--- config.mk ---
export PLATFORM = sky130hd
export DESIGN_NAME = hibernation_wake_timer
export DESIGN_NICKNAME = d
export VERILOG_FILES = /design/src/logic/wake_timer_pkg.sv /design/src/logic/hibernation_wake_timer.sv
export SDC_FILE = /design/constraint.sdc
export NUM_CORES = 1
export LEC_CHECK = 0
export BUFFER_PORTS_ARGS = -buffer_cell sky130_fd_sc_hd__buf_2
export CORE_MARGIN = 8
export CORE_UTILIZATION = 30
export CTS_BUF_LIST = sky130_fd_sc_hd__clkbuf_16
export CTS_CLUSTER_SIZE = 40
export DETAILED_ROUTE_END_ITERATION = 16
export MAX_ROUTING_LAYER = met4
export PLACE_DENSITY = 0.5
export SLEW_MARGIN = 20
export SYNTH_ARGS = -nofsm -noshare
export SYNTH_HDL_FRONTEND = slang
export SYNTH_SLANG_ARGS = --single-unit
--- constraint.sdc ---
create_clock -name sys_clk_i -period 4.6 [get_ports sys_clk_i]
set_input_delay 0.46 -clock sys_clk_i [delete_from_list [all_inputs] [get_ports sys_clk_i]]
set_output_delay 0.46 -clock sys_clk_i [all_outputs]
set_load 0.01 [all_outputs]
--- src/logic/wake_timer_pkg.sv ---
// Constants for the hibernation wake timer
package wake_timer_pkg;
	// ----------------------------------------
	// Register map (byte offsets)
	// ----------------------------------------
	localparam logic [4:0] OFF_RELOAD = 5'h00;
	localparam logic [4:0] OFF_CTRL = 5'h04;
	localparam logic [4:0] OFF_COUNT = 5'h08;
	localparam logic [4:0] OFF_IRQ_STAT = 5'h0C;
	localparam logic [4:0] OFF_IRQ_MASK = 5'h10;
	localparam int ADDR_W = 5;
	// ----------------------------------------
	// Fields and reset values
	// ----------------------------------------
	localparam int CNT_W = 16;
	localparam int CTRL_RES_BIT = 0;
	localparam int IRQ_ZERO_BIT = 0;
	localparam logic [15:0] RELOAD_RST = 16'h0000;
	// ----------------------------------------
	// Timing
	// ----------------------------------------
	localparam int CLK_HZ = 100_000_000;
	localparam int FINE_TICK_PS = 30_517_578;
	localparam int FINE_TICK_CYC = int'((64'(FINE_TICK_PS) * 64'(CLK_HZ)) / 64'd1_000_000_000_000);
	localparam int COARSE_TICK_MS = 125;
	localparam int COARSE_TICK_CYC = int'((64'(COARSE_TICK_MS) * 64'(CLK_HZ)) / 64'd1000);
	localparam int PRE_W = 24;
endpackage : wake_timer_pkg

--- src/logic/hibernation_wake_timer.sv ---
// Hibernation wake timer: 16-bit down counter with Wishbone registers
//
// Overview of operation
// - Sixteen-bit counter decrements once for each prescaled tick.
// - Fine tick 30.5 us, coarse tick 0.125 s resolutions.
// - Non-zero reload write loads counter and restarts counting.
// - Reaching zero raises a wake-up interrupt toward the controller.
// - Wake event output only while enabled and decremented to zero.
// - Active-low reset returns all registers and control to defaults.
// - Prescaler on the timer clock sets time per counter step.
// - Counting depends only on the timer clock, not other oscillators.
// - Sleep enable inputs are ignored and never alter counting.
// - Bus clock requested only during register accesses.
// - Zero reload write disables counter and stops wake events.
// - Resolution bit one selects coarse, zero selects fine tick.
//
// The implementer's own choices: the register addresses and the Wishbone register port.
`timescale 1ns/1ps
`default_nettype none
module hibernation_wake_timer
	import wake_timer_pkg::*;
#(
	parameter int FINE_CYC = FINE_TICK_CYC,
	parameter int COARSE_CYC = COARSE_TICK_CYC
) (
	// Clock, reset, enable
	input wire logic sys_clk_i,
	input wire logic resetn_i,
	input wire logic clk_en_i,
	// Wishbone slave
	input wire logic wb_cyc_i,
	input wire logic wb_stb_i,
	input wire logic wb_we_i,
	input wire logic [ADDR_W-1:0] wb_adr_i,
	input wire logic [3:0] wb_sel_i,
	input wire logic [31:0] wb_dat_i,
	output logic [31:0] wb_dat_o,
	output logic wb_ack_o,
	// Power controller
	input wire logic sleep_en_i,
	output logic bus_clk_req_o,
	// Events
	output logic hibernation_wake_event_o,
	output logic irq_o
);
	import wake_timer_pkg::*;

	// ----------------------------------------
	// State
	// ----------------------------------------
	typedef struct packed {
		logic [CNT_W-1:0] count;
		logic [CNT_W-1:0] reload;
		logic running;
		logic coarse;
		logic [PRE_W-1:0] pre;
		logic wake;
		logic stat;
		logic mask;
		logic ack;
		logic [31:0] rdata;
	} state_t;

	state_t st_r;
	state_t st_nxt;
	logic acc;
	logic wr;
	logic tick;
	logic [PRE_W-1:0] pre_lim;
	logic wr_reload;
	logic wr_ctrl;
	logic wr_stat;
	logic wr_mask;
	logic rd_acc;

	assign acc = wb_cyc_i && wb_stb_i && !st_r.ack;
	assign wr = acc && wb_we_i;
	// Resolution select picks the prescaler terminal count
	assign pre_lim = st_r.coarse ? PRE_W'(COARSE_CYC - 1) : PRE_W'(FINE_CYC - 1);
	// Compare is >= so a coarse-to-fine switch mid-count cannot overrun
	assign tick = (st_r.pre >= pre_lim);

	// ----------------------------------------
	// Access decode
	// ----------------------------------------
	// Used by the checks; the next-state logic decodes the same way
	assign wr_reload = wr && wb_adr_i == OFF_RELOAD && wb_sel_i[1:0] != 2'b00;
	assign wr_ctrl = wr && wb_adr_i == OFF_CTRL && wb_sel_i[0];
	assign wr_stat = wr && wb_adr_i == OFF_IRQ_STAT && wb_sel_i[0];
	assign wr_mask = wr && wb_adr_i == OFF_IRQ_MASK && wb_sel_i[0];
	assign rd_acc = acc && !wb_we_i;

	// ----------------------------------------
	// Next state
	// ----------------------------------------
	always_comb begin
		st_nxt = st_r;
		st_nxt.ack = acc;
		st_nxt.wake = 1'b0;
		// Prescaler free-runs only while counting, so a restart is phase clean
		if (st_r.running) begin
			st_nxt.pre = tick ? '0 : st_r.pre + 1'b1;
		end
		if (st_r.running && tick) begin
			if (st_r.count <= 16'h0001) begin
				st_nxt.count = '0;
				st_nxt.running = 1'b0;
				st_nxt.wake = 1'b1;
				st_nxt.stat = 1'b1;
			end else begin
				st_nxt.count = st_r.count - 1'b1;
			end
		end
		// Sleep enable deliberately not used here
		if (wr) begin
			case (wb_adr_i)
				OFF_RELOAD: begin
					if (wb_sel_i[0]) st_nxt.reload[7:0] = wb_dat_i[7:0];
					if (wb_sel_i[1]) st_nxt.reload[15:8] = wb_dat_i[15:8];
					if (wb_sel_i[1:0] != 2'b00) begin
						st_nxt.pre = '0;
						st_nxt.wake = 1'b0;
						if (st_nxt.reload != '0) begin
							st_nxt.count = st_nxt.reload;
							st_nxt.running = 1'b1;
						end else begin
							st_nxt.count = '0;
							st_nxt.running = 1'b0;
						end
					end
				end
				OFF_CTRL: begin
					if (wb_sel_i[0]) st_nxt.coarse = wb_dat_i[CTRL_RES_BIT];
				end
				OFF_IRQ_STAT: begin
					// Hardware set wins over a same-cycle clear
					if (wb_sel_i[0] && wb_dat_i[IRQ_ZERO_BIT] && !st_nxt.wake) begin
						st_nxt.stat = 1'b0;
					end
				end
				OFF_IRQ_MASK: begin
					if (wb_sel_i[0]) st_nxt.mask = wb_dat_i[IRQ_ZERO_BIT];
				end
				default: begin
					// Unmapped writes are dropped
				end
			endcase
		end
		st_nxt.rdata = '0;
		if (acc && !wb_we_i) begin
			case (wb_adr_i)
				OFF_RELOAD: st_nxt.rdata = {16'h0000, st_r.reload};
				OFF_CTRL: st_nxt.rdata = {31'h0000_0000, st_r.coarse};
				OFF_COUNT: st_nxt.rdata = {16'h0000, st_r.count};
				OFF_IRQ_STAT: st_nxt.rdata = {31'h0000_0000, st_r.stat};
				OFF_IRQ_MASK: st_nxt.rdata = {31'h0000_0000, st_r.mask};
				default: st_nxt.rdata = 32'h0000_0000;
			endcase
		end
	end

	always_ff @(posedge sys_clk_i) begin
		if (!resetn_i) begin
			st_r <= '0;
			st_r.reload <= RELOAD_RST;
		end else if (clk_en_i) begin
			st_r <= st_nxt;
		end
	end

	// ----------------------------------------
	// Outputs
	// ----------------------------------------
	assign wb_ack_o = st_r.ack;
	assign wb_dat_o = st_r.rdata;
	assign hibernation_wake_event_o = st_r.wake;
	assign irq_o = st_r.stat && st_r.mask;
	// Bus clock needed only while a cycle is in flight
	assign bus_clk_req_o = (wb_cyc_i && wb_stb_i) || st_r.ack;
endmodule : hibernation_wake_timer
`default_nettype wire

==> results.md, run 1 <==
- Run status: finished, final reports clean
- Yosys warning total: 0
- RSZ-0062 raised after global routing: no
- Largest net degree at the start of global routing: 34
- Post-synth EDFFs: 0
- CP endpoint kind: register
- Reg2reg path depth: 8
- Nets: 720
- Post_cts resized: 0
- Post-CTS Hold Fix Bufs: 0
- Number of CTS-inserted buffers: 9
- Final setup viols: 0
- Hold Vio Cnt, Final: 0
- Ys flop type: dfxtp_1
- First drt pass iteration count: 5
- Clock sinks: 78
- CTS H-tree lvls: 3
- Clock root cell: clkbuf_16
- Area share of the leading cell type in the synthesized netlist: 30.6%
- Fraction of registers with async set/reset: 0%
- CP Class: register to register
- Total Power: 1.46 mW
- CP Max Fanout: 22
- Worst setup startpoint: st_r[60]
- DRT iter0 DRCs: 345
- Setup TNS: 0 ns
- #FFs+latches synth: 78
- Register area share after synthesis: 30.6%
- Top cells by area, synth: dfxtp_1 31%, ha_1 5.2%, nand2_1 4.9%
- RePlAce Congestion: 0.854
- DIE AREA: 21,400 µm²
- DRC errors left: 0
- Worst hold stages: 3
- Number of post-CTS setup repair buffers: 0
- Max Clk Rate: 0.281 GHz
- Peak VDD IR: 182 µV
- Critical Path RT: 4.84 ns
- WHS Endpoint: st_r[72]
- Layout cells sized above 1: 15.1%
- Vias per cell: 5.65
- Skew-Pair Late Insertion Delay: 0.35 ns
- Via count: 4,943
- Area delta synth->final: 10.0%
- Post-DP Area: 5340 µm²
- Final core occ: 33.8%
- Detail Route Antenna Nets: 0
- FF-to-FF Start: st_r[60]
- DPL Wire Length: 11,400 µm
- Post-route cell area: 5610 µm²
- Distinct cell type count after synthesis: 66
- Placement row count: 47
- Pwr/cell area: 261 nW/µm²
- Slew Limit Fails: 0
- Hold Crit Class: primary input to register
- Placed cells: 859
- Launch point of the worst hold path: wb_dat_i[10]
- WL per Instance: 18.1 µm
- Die X-Extent: 146 µm
- Worst clock skew: 0.00825 ns
- Io pins: 84
- Worst-path clk slew: 0.06 ns
- Number of diodes: 0
- Cells after synthesis: 638
- Syn avg cell area: 7.99 µm²
- Reg2reg setup slack: 1.04 ns
- Min Tclk post-route: 3.56 ns
- CTS Buffer Depth: 2
- Period utilization: 77.3%
- Worst slew pin tran: 1.09 ns
- TritonCTS clock tree: built
- Initial Utilization: 30.7%
- WP data arrival: 3.80 ns
- Fin cells: 875
- Crit path launch type: register
- Max_cap viols: 0
- P_leak: 2.08 nW
- Total congestion overflow: 0
- Wire length of the first global-routing pass: 25,800 µm
- IO buf count: 48
- Slew headroom: 27.4%
- Total core area: 16,600 µm²
- GRT Util Overall: 15.3%
- Drt total wl: 15,900 µm
- Vias in the first global route: 4,922
- Die height: 146 µm
- Antenna violations before repair: 0
- Dominant cell type by area after synthesis: dfxtp_1
- Cell area after synthesis: 5100 µm²
- FF-to-FF End: st_r[92]
critical path: stages (launching register included):
cell and delay, ns:
dfxtp_1 0.52, inv_1 0.31, ha_1 0.43, nand4b_1 0.14, or2_2 0.34, a211oi_1 0.42
a221o_1 0.79, nand2_1 0.19, o311ai_0 0.31
registers in the layout, indices dropped and copies added, names as in the netlist:
signal                    flops
wb_dat_o                     16
st_r                         60
hibernation_wake_event_o      1
wb_ack_o                      1
cell type report:
class	instances	area (µm²)
fill	1784	11000
multi-input combinational	484	3140
sequential	78	1560
timing repair buffer	54	289
tap	220	275
clock buffer	9	225
inverter	24	90.1
clock inverter	6	32.5
synth_stat cells, types with 21 or more instances:
library cell / n
inv_1: 23
buf_4: 32
and2_1: 23
a22oi_1: 22
nor2_1: 30
dfxtp_1: 78
a21oi_1: 32
nand3_1: 25
a31oi_1: 26
nand2_1: 67
ha_1: 21
clkbuf_1: 28
cell families (layout without fill, tap and decap cells):
logic type / count (synthesis) / count (layout) / synth area share, %
buffers and inverters: 91 / 93 / 9.28
and+or+nand+nor: 252 / 252 / 26.8
AOI/OAI and AO/OA: 169 / 169 / 22.8
xor gates and xnor gates: 5 / 5 / 0.859
muxes: 21 / 21 / 4.42
DFF: 78 / 78 / 30.6
adders and majority gates: 21 / 21 / 5.15
other: 1 / 16 / 0.0735
cells in the final DEF (no fill, tap or decap), types with 4 or more instances in the layout:
master / n
a21o_1: 4
a21oi_1: 32
a22oi_1: 22
a31oi_1: 26
and2_1: 23
and3_1: 9
and4_1: 4
buf_2: 48
buf_4: 5
clkbuf_16: 9
conb_1: 16
dfxtp_1: 78
ha_1: 21
inv_1: 25
mux2_2: 12
mux2i_1: 9
nand2_1: 67
nand2b_1: 9
nand3_1: 25
nand4_1: 15
nand4b_1: 7
nor2_1: 29
nor3_1: 15
nor4_1: 16
o211ai_1: 8
o21ai_0: 20
o22ai_1: 11
o2bb2ai_1: 8
o311ai_0: 7
or2_2: 8
or3_1: 6
xnor2_1: 4
through the flow:
step                hold WS, ns  setup WS [ns]
global placement          0.457          0.942
finish                    0.370           1.04
detailed placement        0.459          0.874
global route              0.367          0.654
CTS                       0.353          0.832
floorplan                 0.445           1.81
per-layer routing:
metal	track usage [%]	part of all wire [%]
met1	16.9	43
met2	25.1	50
met3	3.86	4.7
met5	-	0
met4	7.62	2.7
worst max-delay path by stage:
stage	endpoint	cells after the start
2_1_floorplan	st_r[91]	9
3_3_place_gp	st_r[51]	8
3_5_place_dp	st_r[51]	8
4_1_cts	st_r[51]	8
5_1_grt	st_r[92]	8
6_report	st_r[92]	8
power by group:
group          internal, mW  switching [mW]  leakage, nW  total (mW)
combinational        0.0437          0.0882         1.32       0.132
clock                 0.356           0.294        0.130       0.650
sequential            0.677         0.00274        0.628       0.680
Note: power is estimated with default switching activity, not from simulation.
==> inputs of run 2 (changes only) <==
PLACE_DENSITY = 0.52   (was 0.5)
clock period = 3 ns   (was 4.6 ns; I/O delays follow)
==> run 2 against run 1 <==
Die area unchanged. Worst hold slack lost 0.16 ns. Critical path depth increased by 1. First-iteration DRC count rose by 11%. Cell count increased by 2.6%.
==> results.md, run 2 (synthesis results as in run 1) <==
- Run status: finished, final reports clean
- Clock root cell: clkbuf_16
- Crit path launch type: register
- Clock sinks: 78
- Commonest non-fill, non-tap cell in the layout: dfxtp_1
- Skew-Pair Late Insertion Delay: 0.35 ns
- Number of diodes: 0
- FF-to-FF Start: st_r[60]
- Peak VDD IR: 282 µV
- Post-route cell area: 5870 µm²
- Total congestion overflow: 0
- Detail Route Antenna Nets: 0
- Period utilization: 96.4%
- Max Clk Rate: 0.346 GHz
- Vias in the first global route: 5,050
- Antenna violations before repair: 0
- Min Tclk post-route: 2.89 ns
- Hold Slack: 0.208 ns
- Reg2reg setup slack: 0.11 ns
- Max_cap viols: 0
- P_leak: 2.21 nW
- Register name with the most flops: st_r
- DRC errors left: 0
- Max reg flops: 60
- Crit-path cells: clkinvlp_4 -> buf_2 -> buf_4 -> ha_1 -> a31o_2 -> a41o_1 -> a221o_2 -> or4_1 -> o21ai_0
- IO buf count: 48
- DPL Wire Length: 12,200 µm
- Largest net degree at the start of global routing: 21
- CTS H-tree lvls: 3
- Die X-Extent: 146 µm
- Slew headroom: 55.0%
- GRT Util Overall: 15.5%
- Post-DP Area: 5500 µm²
- FF-to-FF End: st_r[46]
- CP endpoint kind: register
- Vias per cell: 5.64
- CTS Buffer Depth: 2
- Slew Limit Fails: 0
- Hold Vio Cnt, Final: 0
- Io pins: 84
- Wire length of the first global-routing pass: 26,300 µm
- Worst-path clk slew: 0.06 ns
- Most frequent cells in the layout: 78 x dfxtp_1, 67 x nand2_1, 49 x buf_2
- RePlAce Congestion: 0.866
- WP data arrival: 3.17 ns
- Slowest Stage Delay on Critical Path: 0.52 ns
- Placement row count: 47
- Final setup viols: 0
- Area delta synth->final: 15.0%
- Total core area: 16,600 µm²
- Pwr/cell area: 417 nW/µm²
- Setup crit end: st_r[46]
- FF/Latch Area: 1560 µm²
- CP max-delay cell: or4_1
- Die height: 146 µm
- Reg2reg path depth: 9
- TritonCTS clock tree: built
- Hold Crit Class: primary input to register
- First drt pass iteration count: 6
- CP Max Fanout: 9
- Post-CTS Hold Fix Bufs: 0
- Worst clock skew: 0.00958 ns
- Via count: 5,063
- RSZ-0062 raised after global routing: yes
- Worst setup startpoint: st_r[60]
- Fillers: 1,766
- Number of CTS-inserted buffers: 9
- WL per Instance: 18.4 µm
- Initial Utilization: 30.7%
- Multi-input gate area: 3160 µm²
- CP Class: register to register
- DRT iter0 DRCs: 382
- Nets: 742
- Drt total wl: 16,500 µm
- Critical Path RT: 3.28 ns
- Worst slew pin tran: 0.674 ns
- Layout cells sized above 1: 18.4%
- DIE AREA: 21,400 µm²
==> run 2: critical path, delay by kind of cell (launching register included) <==
kind,cells,cell delay [ns]
AO/OA/AOI/OAI,4,1.10
adder cells (fa/ha/maj),1,0.26
buffers and inverters,3,0.56
flip-flops,1,0.37
AND/OR/NAND/NOR,1,0.52
==> run 2: layout make-up <==
cell class	count	share of cell area, %
flip-flops and latches	78	26.6
multi-input cells	484	53.8
clock inverters	7	1.54
clock buffers	9	3.84
repair buffers	76	7.91
inverters	24	1.60
well taps	220	4.69
==> run 2: how the worst min path moves through the flow <==
stage	cells after the start	slack, ns	end	from
global placement	2	0.46	st_r[75]	st_r[75]
detailed placement	2	0.46	st_r[63]	st_r[63]
global route	3	0.21	st_r[75]	wb_dat_i[13]
floorplan	2	0.44	st_r[62]	wb_dat_i[0]
CTS	3	0.20	st_r[72]	wb_dat_i[10]
finish	3	0.21	st_r[63]	wb_dat_i[1]
==> run 2: repair_timing <==
action	in CTS	in global routing
pin swaps	0	1
buffers inserted	0	3
gates cloned	0	0
endpoints found under the setup margin	2	23
resized for setup	1	7
==> run 2: routing by layer <==
layer | GRT usage (%) | vias to the layer above | wire, µm
li1 | - | 2425 | -
met1 | 17.8 | 2439 | 7240
met2 | 25.6 | 153 | 7990
met3 | 2.94 | 46 | 763
met4 | 7.83 | 0 | 546
met5 | - | - | 0
==> run 2: stage by stage <==
step                      setup WS [ns]  utilization (%)  setup TNS, ns  instances  power (mW)
final                             0.109             35.4              0        898        2.45
after global routing            -0.0265             35.4        -0.0666        898        2.54
after CTS                        0.0470             35.1              0        895        2.47
after detailed placement        0.00575             33.2              0        879        1.28
after global placement           0.0727             33.2              0        879        1.28
after floorplan                   0.210                -              0        653        1.21
==> run 2: power by group <==
part	switching (mW)	internal, mW	total, mW	leakage, nW
Clock	0.460	0.723	1.18	0.147
Sequential	0.00350	1.04	1.04	0.628
Combinational	0.143	0.0802	0.223	1.43
